`src/core/protection_status_cfg.svh`:
```
// Command codes, bit positions and input indices for the protection status recorder.
// Assumes inclusion by bare name from files under core/ and verif/.
`ifndef PROTECTION_STATUS_CFG_SVH
`define PROTECTION_STATUS_CFG_SVH

`define CMD_CLEAR_FAULTS       8'h03
`define CMD_SHUTDOWN_CAUSE     8'h7C
`define CMD_TEMP_STATUS        8'h7D

// Shutdown cause record bit positions
`define SC_POWER_STAGE_OC      11
`define SC_SUSTAINED_OC        9
`define SC_REPEATED_SPIKE      8
`define SC_INPUT_OV            7
`define SC_INPUT_UVLO          6
`define SC_TEMP_PIN_OT         5
`define SC_DIE_OT              4
`define SC_OUT_OV_ABS          3
`define SC_OUT_OV_TARGET       2
`define SC_OUT_UV_TARGET       1
`define SC_OUT_UV_FLOOR        0
`define SC_USED_MASK           16'h0BFF

// Temperature status bit positions
`define TS_TEMP_PIN_OT         7
`define TS_DIE_OT              6
`define TS_POWER_STAGE_OC      5
`define TS_USED_MASK           8'hE0

// Indices into the asynchronous fault input vector
`define FI_TEMP_PIN_ABOVE_1V8  0
`define FI_SUSTAINED_OC        1
`define FI_REPEATED_SPIKE      2
`define FI_INPUT_OV            3
`define FI_INPUT_UVLO          4
`define FI_TEMP_PIN_OT         5
`define FI_DIE_OT              6
`define FI_OUT_OV_ABS          7
`define FI_OUT_OV_TARGET       8
`define FI_OUT_UV_TARGET       9
`define FI_OUT_UV_FLOOR        10
`define FI_COUNT               11

`define CAUSE_RESET            16'h0000
`define TEMP_RESET             8'h00

`endif

```
`src/core/protection_status_pkg.sv`:
```
// Types shared by the protection status recorder.
// Assumes nothing beyond a SystemVerilog compiler.
`default_nettype none
package protection_status_pkg;
    typedef logic [15:0] cause_rec_t;
    typedef logic [7:0]  temp_stat_t;
    typedef logic [7:0]  cmd_code_t;
endpackage
`default_nettype wire

```
`src/core/protection_status_recorder.sv`:
```
// Shutdown cause record and temperature-pin status register with command-code read port.
// Assumes fault inputs are asynchronous comparator/protection levels; the rest is on mclk.
//
// Notes on behaviour
// - Temperature pin above 1.8V sets and holds cause bit 11.
// - Sustained overcurrent protection sets and holds cause bit 9.
// - Repeated current spike protection sets and holds cause bit 8.
// - Input over-voltage protection sets and holds cause bit 7.
// - Lockout while delivering power, or with startup record enable, sets cause bit 6.
// - Temperature-pin over-temperature protection sets and holds cause bit 5.
// - Die over-temperature protection sets and holds cause bit 4.
// - Absolute output over-voltage protection sets and holds cause bit 3.
// - Output over-voltage against target sets and holds cause bit 2.
// - Output under-voltage against target sets and holds cause bit 1.
// - Output under-voltage below floor sets and holds cause bit 0.
// - Cause record can be saved to, and restored from, the nonvolatile store.
// - Reserved bits read zero: cause 15:12 and 10, temperature 4:0.
// - Temperature status clears on clear-faults, reset, or restart when enabled.
// - Sampled temperature-pin over-temperature sets and holds temperature bit 7.
// - Die over-temperature sets and holds temperature bit 6.
// - Pin above 1.8V alone, the power-stage overcurrent flag, sets temperature bit 5.
// - A one in any flag means that fault occurred.
`default_nettype none
`include "protection_status_cfg.svh"

module protection_status_recorder
    import protection_status_pkg::*;
(
    input  wire logic                 mclk,               // System clock, 250 MHz
    input  wire logic                 rst,                // Synchronous reset, power cycle
    input  wire logic [`FI_COUNT-1:0] fault_async,        // Asynchronous fault levels
    input  wire logic                 delivering_power,   // Converter is delivering power
    input  wire logic                 startup_lockout_record_enable, // Record lockout at startup
    input  wire logic                 restart_clear_enable, // Restart clears temperature status
    input  wire logic                 restart_pulse,      // Enable or operation restart event
    input  wire logic                 cmd_valid,          // Command strobe from host side
    input  wire logic                 cmd_read,           // 1 read, 0 write or send byte
    input  wire cmd_code_t            cmd_code,           // Command code
    output var  cause_rec_t           rd_data_q,          // Read data, low aligned
    output var  logic                 rd_valid_q,         // Read answer pulse
    output var  logic                 rd_hit_q,           // Read addressed a register here
    input  wire logic                 nv_store_req,       // Save cause record request
    output var  cause_rec_t           nv_store_data_q,    // Record snapshot for the store
    output var  logic                 nv_store_valid_q,   // Snapshot valid pulse
    input  wire logic                 nv_restore_valid,   // Restore record from store
    input  wire cause_rec_t           nv_restore_data,    // Restored record
    output var  cause_rec_t           shutdown_cause_record_q, // Live cause record
    output var  temp_stat_t           temperature_pin_status_q // Live temperature status
);

    logic [`FI_COUNT-1:0] sync1_q;
    logic [`FI_COUNT-1:0] fault_q;

    // Only the second stage is read
    always_ff @(posedge mclk) begin
        if (rst) begin
            sync1_q <= '0;
            fault_q <= '0;
        end else begin
            sync1_q <= fault_async;
            fault_q <= sync1_q;
        end
    end

    cause_rec_t cause_set;
    temp_stat_t temp_set;
    logic       temp_clear;

    always_comb begin
        cause_set = `CAUSE_RESET;
        cause_set[`SC_POWER_STAGE_OC] = fault_q[`FI_TEMP_PIN_ABOVE_1V8];
        cause_set[`SC_SUSTAINED_OC]   = fault_q[`FI_SUSTAINED_OC];
        cause_set[`SC_REPEATED_SPIKE] = fault_q[`FI_REPEATED_SPIKE];
        cause_set[`SC_INPUT_OV]       = fault_q[`FI_INPUT_OV];
        cause_set[`SC_INPUT_UVLO]     = fault_q[`FI_INPUT_UVLO]
                                        & (delivering_power | startup_lockout_record_enable);
        cause_set[`SC_TEMP_PIN_OT]    = fault_q[`FI_TEMP_PIN_OT];
        cause_set[`SC_DIE_OT]         = fault_q[`FI_DIE_OT];
        cause_set[`SC_OUT_OV_ABS]     = fault_q[`FI_OUT_OV_ABS];
        cause_set[`SC_OUT_OV_TARGET]  = fault_q[`FI_OUT_OV_TARGET];
        cause_set[`SC_OUT_UV_TARGET]  = fault_q[`FI_OUT_UV_TARGET];
        cause_set[`SC_OUT_UV_FLOOR]   = fault_q[`FI_OUT_UV_FLOOR];
        temp_set = `TEMP_RESET;
        temp_set[`TS_TEMP_PIN_OT]    = fault_q[`FI_TEMP_PIN_OT];
        temp_set[`TS_DIE_OT]         = fault_q[`FI_DIE_OT];
        temp_set[`TS_POWER_STAGE_OC] = fault_q[`FI_TEMP_PIN_ABOVE_1V8];
    end

    // Clear-faults is a write-type command; restart clears only when enabled
    assign temp_clear = (cmd_valid & ~cmd_read & (cmd_code == `CMD_CLEAR_FAULTS))
                        | (restart_pulse & restart_clear_enable);

    // Cause flags: no clear command reaches them, only reset or a restore
    logic pin_oc_cause_q;
    logic sus_oc_cause_q;
    logic spike_cause_q;
    logic in_ov_cause_q;
    logic in_uvlo_cause_q;
    logic pin_ot_cause_q;
    logic die_ot_cause_q;
    logic ov_abs_cause_q;
    logic ov_tgt_cause_q;
    logic uv_tgt_cause_q;
    logic uv_floor_cause_q;
    logic pin_ot_stat_q;
    logic die_ot_stat_q;
    logic pin_oc_stat_q;

    always_ff @(posedge mclk) begin
        if (rst) begin
            pin_oc_cause_q <= 1'b0;
        end else if (nv_restore_valid) begin
            pin_oc_cause_q <= nv_restore_data[`SC_POWER_STAGE_OC] | cause_set[`SC_POWER_STAGE_OC];
        end else begin
            pin_oc_cause_q <= pin_oc_cause_q | cause_set[`SC_POWER_STAGE_OC];
        end
    end

    always_ff @(posedge mclk) begin
        if (rst) begin
            sus_oc_cause_q <= 1'b0;
        end else if (nv_restore_valid) begin
            sus_oc_cause_q <= nv_restore_data[`SC_SUSTAINED_OC] | cause_set[`SC_SUSTAINED_OC];
        end else begin
            sus_oc_cause_q <= sus_oc_cause_q | cause_set[`SC_SUSTAINED_OC];
        end
    end

    always_ff @(posedge mclk) begin
        if (rst) begin
            spike_cause_q <= 1'b0;
        end else if (nv_restore_valid) begin
            spike_cause_q <= nv_restore_data[`SC_REPEATED_SPIKE] | cause_set[`SC_REPEATED_SPIKE];
        end else begin
            spike_cause_q <= spike_cause_q | cause_set[`SC_REPEATED_SPIKE];
        end
    end

    always_ff @(posedge mclk) begin
        if (rst) begin
            in_ov_cause_q <= 1'b0;
        end else if (nv_restore_valid) begin
            in_ov_cause_q <= nv_restore_data[`SC_INPUT_OV] | cause_set[`SC_INPUT_OV];
        end else begin
            in_ov_cause_q <= in_ov_cause_q | cause_set[`SC_INPUT_OV];
        end
    end

    always_ff @(posedge mclk) begin
        if (rst) begin
            in_uvlo_cause_q <= 1'b0;
        end else if (nv_restore_valid) begin
            in_uvlo_cause_q <= nv_restore_data[`SC_INPUT_UVLO] | cause_set[`SC_INPUT_UVLO];
        end else begin
            in_uvlo_cause_q <= in_uvlo_cause_q | cause_set[`SC_INPUT_UVLO];
        end
    end

    always_ff @(posedge mclk) begin
        if (rst) begin
            pin_ot_cause_q <= 1'b0;
        end else if (nv_restore_valid) begin
            pin_ot_cause_q <= nv_restore_data[`SC_TEMP_PIN_OT] | cause_set[`SC_TEMP_PIN_OT];
        end else begin
            pin_ot_cause_q <= pin_ot_cause_q | cause_set[`SC_TEMP_PIN_OT];
        end
    end

    always_ff @(posedge mclk) begin
        if (rst) begin
            die_ot_cause_q <= 1'b0;
        end else if (nv_restore_valid) begin
            die_ot_cause_q <= nv_restore_data[`SC_DIE_OT] | cause_set[`SC_DIE_OT];
        end else begin
            die_ot_cause_q <= die_ot_cause_q | cause_set[`SC_DIE_OT];
        end
    end

    always_ff @(posedge mclk) begin
        if (rst) begin
            ov_abs_cause_q <= 1'b0;
        end else if (nv_restore_valid) begin
            ov_abs_cause_q <= nv_restore_data[`SC_OUT_OV_ABS] | cause_set[`SC_OUT_OV_ABS];
        end else begin
            ov_abs_cause_q <= ov_abs_cause_q | cause_set[`SC_OUT_OV_ABS];
        end
    end

    always_ff @(posedge mclk) begin
        if (rst) begin
            ov_tgt_cause_q <= 1'b0;
        end else if (nv_restore_valid) begin
            ov_tgt_cause_q <= nv_restore_data[`SC_OUT_OV_TARGET] | cause_set[`SC_OUT_OV_TARGET];
        end else begin
            ov_tgt_cause_q <= ov_tgt_cause_q | cause_set[`SC_OUT_OV_TARGET];
        end
    end

    always_ff @(posedge mclk) begin
        if (rst) begin
            uv_tgt_cause_q <= 1'b0;
        end else if (nv_restore_valid) begin
            uv_tgt_cause_q <= nv_restore_data[`SC_OUT_UV_TARGET] | cause_set[`SC_OUT_UV_TARGET];
        end else begin
            uv_tgt_cause_q <= uv_tgt_cause_q | cause_set[`SC_OUT_UV_TARGET];
        end
    end

    always_ff @(posedge mclk) begin
        if (rst) begin
            uv_floor_cause_q <= 1'b0;
        end else if (nv_restore_valid) begin
            uv_floor_cause_q <= nv_restore_data[`SC_OUT_UV_FLOOR] | cause_set[`SC_OUT_UV_FLOOR];
        end else begin
            uv_floor_cause_q <= uv_floor_cause_q | cause_set[`SC_OUT_UV_FLOOR];
        end
    end

    // Set wins over clear so a fault present at the clear is kept
    always_ff @(posedge mclk) begin
        if (rst) begin
            pin_ot_stat_q <= 1'b0;
        end else if (temp_clear) begin
            pin_ot_stat_q <= temp_set[`TS_TEMP_PIN_OT];
        end else begin
            pin_ot_stat_q <= pin_ot_stat_q | temp_set[`TS_TEMP_PIN_OT];
        end
    end

    always_ff @(posedge mclk) begin
        if (rst) begin
            die_ot_stat_q <= 1'b0;
        end else if (temp_clear) begin
            die_ot_stat_q <= temp_set[`TS_DIE_OT];
        end else begin
            die_ot_stat_q <= die_ot_stat_q | temp_set[`TS_DIE_OT];
        end
    end

    always_ff @(posedge mclk) begin
        if (rst) begin
            pin_oc_stat_q <= 1'b0;
        end else if (temp_clear) begin
            pin_oc_stat_q <= temp_set[`TS_POWER_STAGE_OC];
        end else begin
            pin_oc_stat_q <= pin_oc_stat_q | temp_set[`TS_POWER_STAGE_OC];
        end
    end

    // Reserved positions are constants, so no restore can set them
    always_comb begin
        shutdown_cause_record_q                     = `CAUSE_RESET;
        shutdown_cause_record_q[`SC_POWER_STAGE_OC] = pin_oc_cause_q;
        shutdown_cause_record_q[`SC_SUSTAINED_OC]   = sus_oc_cause_q;
        shutdown_cause_record_q[`SC_REPEATED_SPIKE] = spike_cause_q;
        shutdown_cause_record_q[`SC_INPUT_OV]       = in_ov_cause_q;
        shutdown_cause_record_q[`SC_INPUT_UVLO]     = in_uvlo_cause_q;
        shutdown_cause_record_q[`SC_TEMP_PIN_OT]    = pin_ot_cause_q;
        shutdown_cause_record_q[`SC_DIE_OT]         = die_ot_cause_q;
        shutdown_cause_record_q[`SC_OUT_OV_ABS]     = ov_abs_cause_q;
        shutdown_cause_record_q[`SC_OUT_OV_TARGET]  = ov_tgt_cause_q;
        shutdown_cause_record_q[`SC_OUT_UV_TARGET]  = uv_tgt_cause_q;
        shutdown_cause_record_q[`SC_OUT_UV_FLOOR]   = uv_floor_cause_q;
        temperature_pin_status_q                     = `TEMP_RESET;
        temperature_pin_status_q[`TS_TEMP_PIN_OT]    = pin_ot_stat_q;
        temperature_pin_status_q[`TS_DIE_OT]         = die_ot_stat_q;
        temperature_pin_status_q[`TS_POWER_STAGE_OC] = pin_oc_stat_q;
    end

    // Writes to either register fall through here untouched
    always_ff @(posedge mclk) begin
        if (rst) begin
            rd_data_q  <= `CAUSE_RESET;
            rd_valid_q <= 1'b0;
            rd_hit_q   <= 1'b0;
        end else begin
            rd_valid_q <= cmd_valid & cmd_read;
            rd_hit_q   <= 1'b0;
            rd_data_q  <= `CAUSE_RESET;
            if (cmd_valid & cmd_read) begin
                case (cmd_code)
                    `CMD_SHUTDOWN_CAUSE: begin
                        rd_data_q <= shutdown_cause_record_q & `SC_USED_MASK;
                        rd_hit_q  <= 1'b1;
                    end
                    `CMD_TEMP_STATUS: begin
                        rd_data_q <= {8'h00, temperature_pin_status_q & `TS_USED_MASK};
                        rd_hit_q  <= 1'b1;
                    end
                    default: begin
                        rd_hit_q  <= 1'b0;
                    end
                endcase
            end
        end
    end

    always_ff @(posedge mclk) begin
        if (rst) begin
            nv_store_data_q  <= `CAUSE_RESET;
            nv_store_valid_q <= 1'b0;
        end else begin
            nv_store_valid_q <= nv_store_req;
            if (nv_store_req) begin
                nv_store_data_q <= shutdown_cause_record_q;
            end
        end
    end

endmodule
`default_nettype wire

```
`config.mk`:
```
export PLATFORM = sky130hd
export DESIGN_NAME = protection_status_recorder
export DESIGN_NICKNAME = d
export VERILOG_FILES = /design/src/core/protection_status_pkg.sv /design/src/core/protection_status_recorder.sv
export VERILOG_INCLUDE_DIRS = /design/src /design/src/core
export SDC_FILE = /design/constraint.sdc
export NUM_CORES = 1
export LEC_CHECK = 0
export BUFFER_PORTS_ARGS = -buffer_cell sky130_fd_sc_hd__buf_2
export CORE_UTILIZATION = 49
export DETAILED_ROUTE_END_ITERATION = 8
export PLACE_DENSITY = 0.95
export SYNTH_ARGS = -nofsm -noshare
export SYNTH_HDL_FRONTEND = slang
export SYNTH_SLANG_ARGS = --single-unit
```
`constraint.sdc`:
```
create_clock -name mclk -period 2.4 [get_ports mclk]
set_input_delay 0.48 -clock mclk [delete_from_list [all_inputs] [get_ports mclk]]
set_output_delay 0.48 -clock mclk [all_outputs]
set_load 0.05 [all_outputs]
```
### Word level (Yosys, flattened, before mapping)

Index checks and enable logic that the tools add are counted.

* word-level logic and storage cells: 76
* bits in registers: 66
* input port bits: 45
* output and inout bits: 59

* bitwise logic cells: 34
* mux-type cells: 16
* reduce and logical (&&, ||, !) cells: 2
* eq/ne operators: 3

Operators by type and width (count)
* $or A1 B1 Y1: 27
* $pmux W12 S2: 1
* $eq A8 B7 Y1 const B: 2
* $mux W1: 15
* $eq A8 B2 Y1 const B: 1
* $and A1 B1 Y1: 5
* $reduce_or A2 Y1: 2
* $not A1 Y1: 2

### Logic depth before layout (Yosys ltp)

* depth in word-level cells: 5
* depth in mapped cells: 4
* depth with buffers taken out: 3

### Least setup slack after synthesis

OpenSTA, ideal clock, no wires.

* path type: input port to flip-flop
* start: input cmd_code[0]
* end: register die_ot_stat_q
* path slack: 1140 ps
* cell stages on the path: 4
* data required time: 2283 ps
* arrival time: 1143 ps
* buffers on the path: 1
* library setup time: 117 ps
* path through: buf_4 and4bb_1 nand3_1 a32o_1

* cells in the longest elaborated chain, start to end: 4

RTL lines
* start: declaration: RTL line protection_status_recorder.sv:38 `input wire cmd_code_t cmd_code,`
* $eq A8 B2 Y1 (no line)
* $and A1 B1 Y1: RTL line protection_status_recorder.sv:90 `` assign temp_clear = (cmd_valid & ~cmd_read & (cmd_code == `CMD_CLEAR_FAULTS)) ``
* $or A1 B1 Y1: RTL line protection_status_recorder.sv:90
* $mux W1: RTL line protection_status_recorder.sv:233 `end else if (temp_clear) begin`
* end signal: assignment: RTL line protection_status_recorder.sv:234 `` die_ot_stat_q <= temp_set[`TS_DIE_OT]; ``
* end signal: assignment: RTL line protection_status_recorder.sv:236 `` die_ot_stat_q <= die_ot_stat_q | temp_set[`TS_DIE_OT]; ``
* end: declaration: RTL line protection_status_recorder.sv:106 `logic die_ot_stat_q;`

Every way passes these cells.
A chain may end at the register's enable or synchronous reset.

### Worst setup path in the final report

* start: register pin_ot_cause_q
* end: output shutdown_cause_record_q[5]

RTL lines
* start: declaration: RTL line protection_status_recorder.sv:99 `logic pin_ot_cause_q;`
* start signal: assignment: RTL line protection_status_recorder.sv:163 `` pin_ot_cause_q <= nv_restore_data[`SC_TEMP_PIN_OT] | cause_set[`SC_TEMP_PIN_OT]; ``
* start signal: assignment: RTL line protection_status_recorder.sv:165 `` pin_ot_cause_q <= pin_ot_cause_q | cause_set[`SC_TEMP_PIN_OT]; ``
* end: declaration: RTL line protection_status_recorder.sv:47 `output var cause_rec_t shutdown_cause_record_q,`

No word-level cell between the ends.

==> flow_metrics.env <==
export IMPL_yosys_warnings=0
export IMPL_syn_area_um2=2270
export IMPL_viasPerCell=4.56
export IMPL_hpwl_um=2880
export IMPL_power_frac_comb_pct=14.1
export IMPL_grt_pass1_vias=1395
export IMPL_grt_usage_pct=17.0
export IMPL_critPathMaxFanout=4
export IMPL_worst_path_buf_inv=1
export IMPL_first_iter_violations=123
export IMPL_slowest_delay_ps=400
export IMPL_syn_area_per_cell_um2=10.6
export IMPL_arrival_ps=1010
export IMPL_hp_class="in -> reg"
export IMPL_cp_start_kind="register"
export IMPL_ctsResizeCount=0
export IMPL_clock_root_buffer="clkbuf_8"
export IMPL_dieArea_um2=4900
export IMPL_fillerInstances=388
export IMPL_power_frac_clock_pct=36.0
export IMPL_cts_sinks=61
export IMPL_synth_sequential_area_ratio_pct=53.9
export IMPL_die_w_um=70
export IMPL_r2r_start="in_ov_cause_q$_SDFF_PP0_"
export IMPL_post_route_min_period_ps=1490
export IMPL_power_switching_uw=573
export IMPL_wirelength_um=3900
export IMPL_critical_path_cell_chain="buf_2"
export IMPL_drive_gt1_share_pct=33.9
export IMPL_io_pins=104
export IMPL_wl_per_cell_um=11.6
export IMPL_via_count=1527
export IMPL_cts_inserted_buffers=9
export IMPL_irDropWorstVdd_v=0.000407
export IMPL_fmax_mhz=669
export IMPL_cp_end_kind="output pin"
export IMPL_ctsHoldBuffers=0
export IMPL_power_switching_share_pct=26.5
export IMPL_final_cell_area_um2=2680
export IMPL_coreArea_um2=4410
export IMPL_cap_violations=0
export IMPL_synth_top_area_cell="dfxtp_1"
export IMPL_cts_buffer_depth=2
export IMPL_gp_congestion=0.767
export IMPL_pwr_share_seq_pct=49.9
export IMPL_whs_ps=369
export IMPL_die_h_um=70
export IMPL_grt_max_degree=29
export IMPL_cp_endpoint="shutdown_cause_record_q[5]"
export IMPL_powerDensity_nw_per_um2=807
export IMPL_r2r_cells=3
export IMPL_cts_tree="done"
export IMPL_io_buffers=78
export IMPL_hold_viol=0
export IMPL_r2r_slack_ps=1540
export IMPL_crit_slowest_cell="dfxtp_1"
export IMPL_clkLatencyLatePin_ps=320
export IMPL_firstDrtPassIters=4
export IMPL_clock_skew_ps=5.15
export IMPL_ys_ff_latch=61
export IMPL_drc=0
export IMPL_internal_power_uw=1590
export IMPL_fin_nets=324
export IMPL_cp_required_ps=1920
export IMPL_status="complete, no violations"
export IMPL_antenna_cells=0
export IMPL_ys_types=23
export IMPL_r2r_end="in_ov_cause_q$_SDFF_PP0_"
export IMPL_grt_remaining_overflow=0
export IMPL_rsz0062_at_grt="false"
export IMPL_crit_family="flip-flops"
export IMPL_dpl_cell_area_um2=2500
export IMPL_fin_crit_sh_pct=62.3
export IMPL_grt_pass1_wl_um=6360
export IMPL_drtAntennaViolNets=0
export IMPL_rows=24
export IMPL_setup_worst_path_start="pin_ot_cause_q$_SDFF_PP0_"
export IMPL_initial_core_util_pct=51.3
export IMPL_maxSlewViolCount=0
export IMPL_postCtsSetupBuffers=0
export IMPL_antenna_found_initial=0
export IMPL_synth_area_leaders="dfxtp_1, buf_4, nor2b_1, mux2i_1, nor2_1"
export IMPL_synth_top_area_share_pct=53.9
export IMPL_path_clk_slew_ps=60
export IMPL_finalSetupTns_ps=0
export IMPL_path_class="reg -> out"
export IMPL_setup_viol=0
export IMPL_crit_cells=1
export IMPL_syn_to_final_growth_pct=18.2
export IMPL_synthCells=213
export IMPL_cts_htree_levels=3
export IMPL_cellLeakagePower_uw=0.00134
per-stage QoR:
| stage | util [%] | setup WS, ps | total power (µW) | instances |
|---|---|---|---|---|
| after floorplan | - | 1140 | 1380 | 232 |
| after global placement | 56.7 | 771 | 1400 | 320 |
| after detailed placement | 56.7 | 725 | 1400 | 320 |
| after CTS | 60.7 | 897 | 2190 | 335 |
| after global routing | 60.7 | 862 | 2260 | 335 |
| final | 60.7 | 905 | 2160 | 335 |
cell type report:
class | instances | area, µm² | share of cell area, %
Timing Repair Buffer | 79 | 398 | 14.9
Clock inverter | 1 | 5.00 | 0.187
Inverter | 3 | 11.3 | 0.420
Multi-Input combinational cell | 125 | 806 | 30.1
Sequential cell | 61 | 1220 | 45.6
Tap cell | 52 | 65.1 | 2.43
Clock buffer | 14 | 173 | 6.45
power by group through the flow:
stage | combinational [µW] | sequential [µW] | clock, µW
after floorplan | 252 | 1130 | 0
after global placement | 299 | 1100 | 0
after detailed placement | 305 | 1100 | 0
after CTS | 306 | 1080 | 803
after global routing | 324 | 1080 | 852
final | 305 | 1080 | 779
worst reg2reg max path, delay by kind of cell, from the launching register on:
| kind | cells | cell delay, ps |
|---|---|---|
| AOI/OAI and AO/OA | 1 | 190 |
| and+or+nand+nor | 2 | 200 |
| DFF | 1 | 350 |
layout by cell type (no fill, tap or decap), drive strengths merged:
cell type / count
a211oi: 10
a21oi: 2
a32o: 3
and2: 8
and4bb: 1
buf: 79
clkbuf: 14
clkinv: 1
conb: 20
dfxtp: 61
inv: 3
mux2i: 15
nand3: 1
nand3b: 2
nand4b: 1
nor2: 25
nor2b: 33
nor4: 1
nor4b: 1
o21ai: 1
or3: 1
worst min-delay path by stage:
stage          cells after the start               endpoint                  start  slack, ps
6_report                           2  sync1_q[9]$_SDFF_PP0_         fault_async[9]        370
5_1_grt                            2  sync1_q[0]$_SDFF_PP0_         fault_async[0]        370
4_1_cts                            2  sync1_q[9]$_SDFF_PP0_         fault_async[9]        350
3_5_place_dp                       1  fault_q[3]$_SDFF_PP0_  sync1_q[3]$_SDFF_PP0_        420
3_3_place_gp                       1  fault_q[6]$_SDFF_PP0_  sync1_q[6]$_SDFF_PP0_        420
2_1_floorplan                      1  fault_q[0]$_SDFF_PP0_  sync1_q[0]$_SDFF_PP0_        410
flip-flops by register name, indices dropped and copies added, names as in the netlist, 11 cells and up:
name and cells:
sync1_q 11, fault_q 11, rd_data_q 11, nv_store_data_q 11
cell usage after synthesis:
cell and instances:
nand3_1 1, buf_4 35, nand3b_1 1, clkbuf_1 2, inv_1 3, or3_4 1, nor4_4 1, nand3b_4 1
buf_1 1, nand4b_4 1, a32o_1 3, a21oi_1 2, o21ai_0 1, nor2_1 25, and4bb_1 1, nor4b_1 1
and2_1 8, mux2i_1 15, buf_2 5, a211oi_1 10, dfxtp_1 61, conb_1 1, nor2b_1 33
logic make-up (layout without fill, tap and decap cells):
group / after synthesis / count (layout) / share of synthesized area, %
buffers and inverters: 46 / 97 / 13.7
AO/OA/AOI/OAI: 16 / 16 / 5.30
multiplexers: 15 / 15 / 6.63
AND/OR/NAND/NOR: 74 / 74 / 20.3
flip-flops: 61 / 61 / 53.9
other: 1 / 20 / 0.165
per-layer routing:
layer / GRT usage (%) / share of wire, %
met5: 0 / 0
met4: 12.0 / 3.8
met3: 3.75 / 5.6
met2: 28.0 / 48
met1: 19.5 / 43
Power figures use the tool's default switching activity.
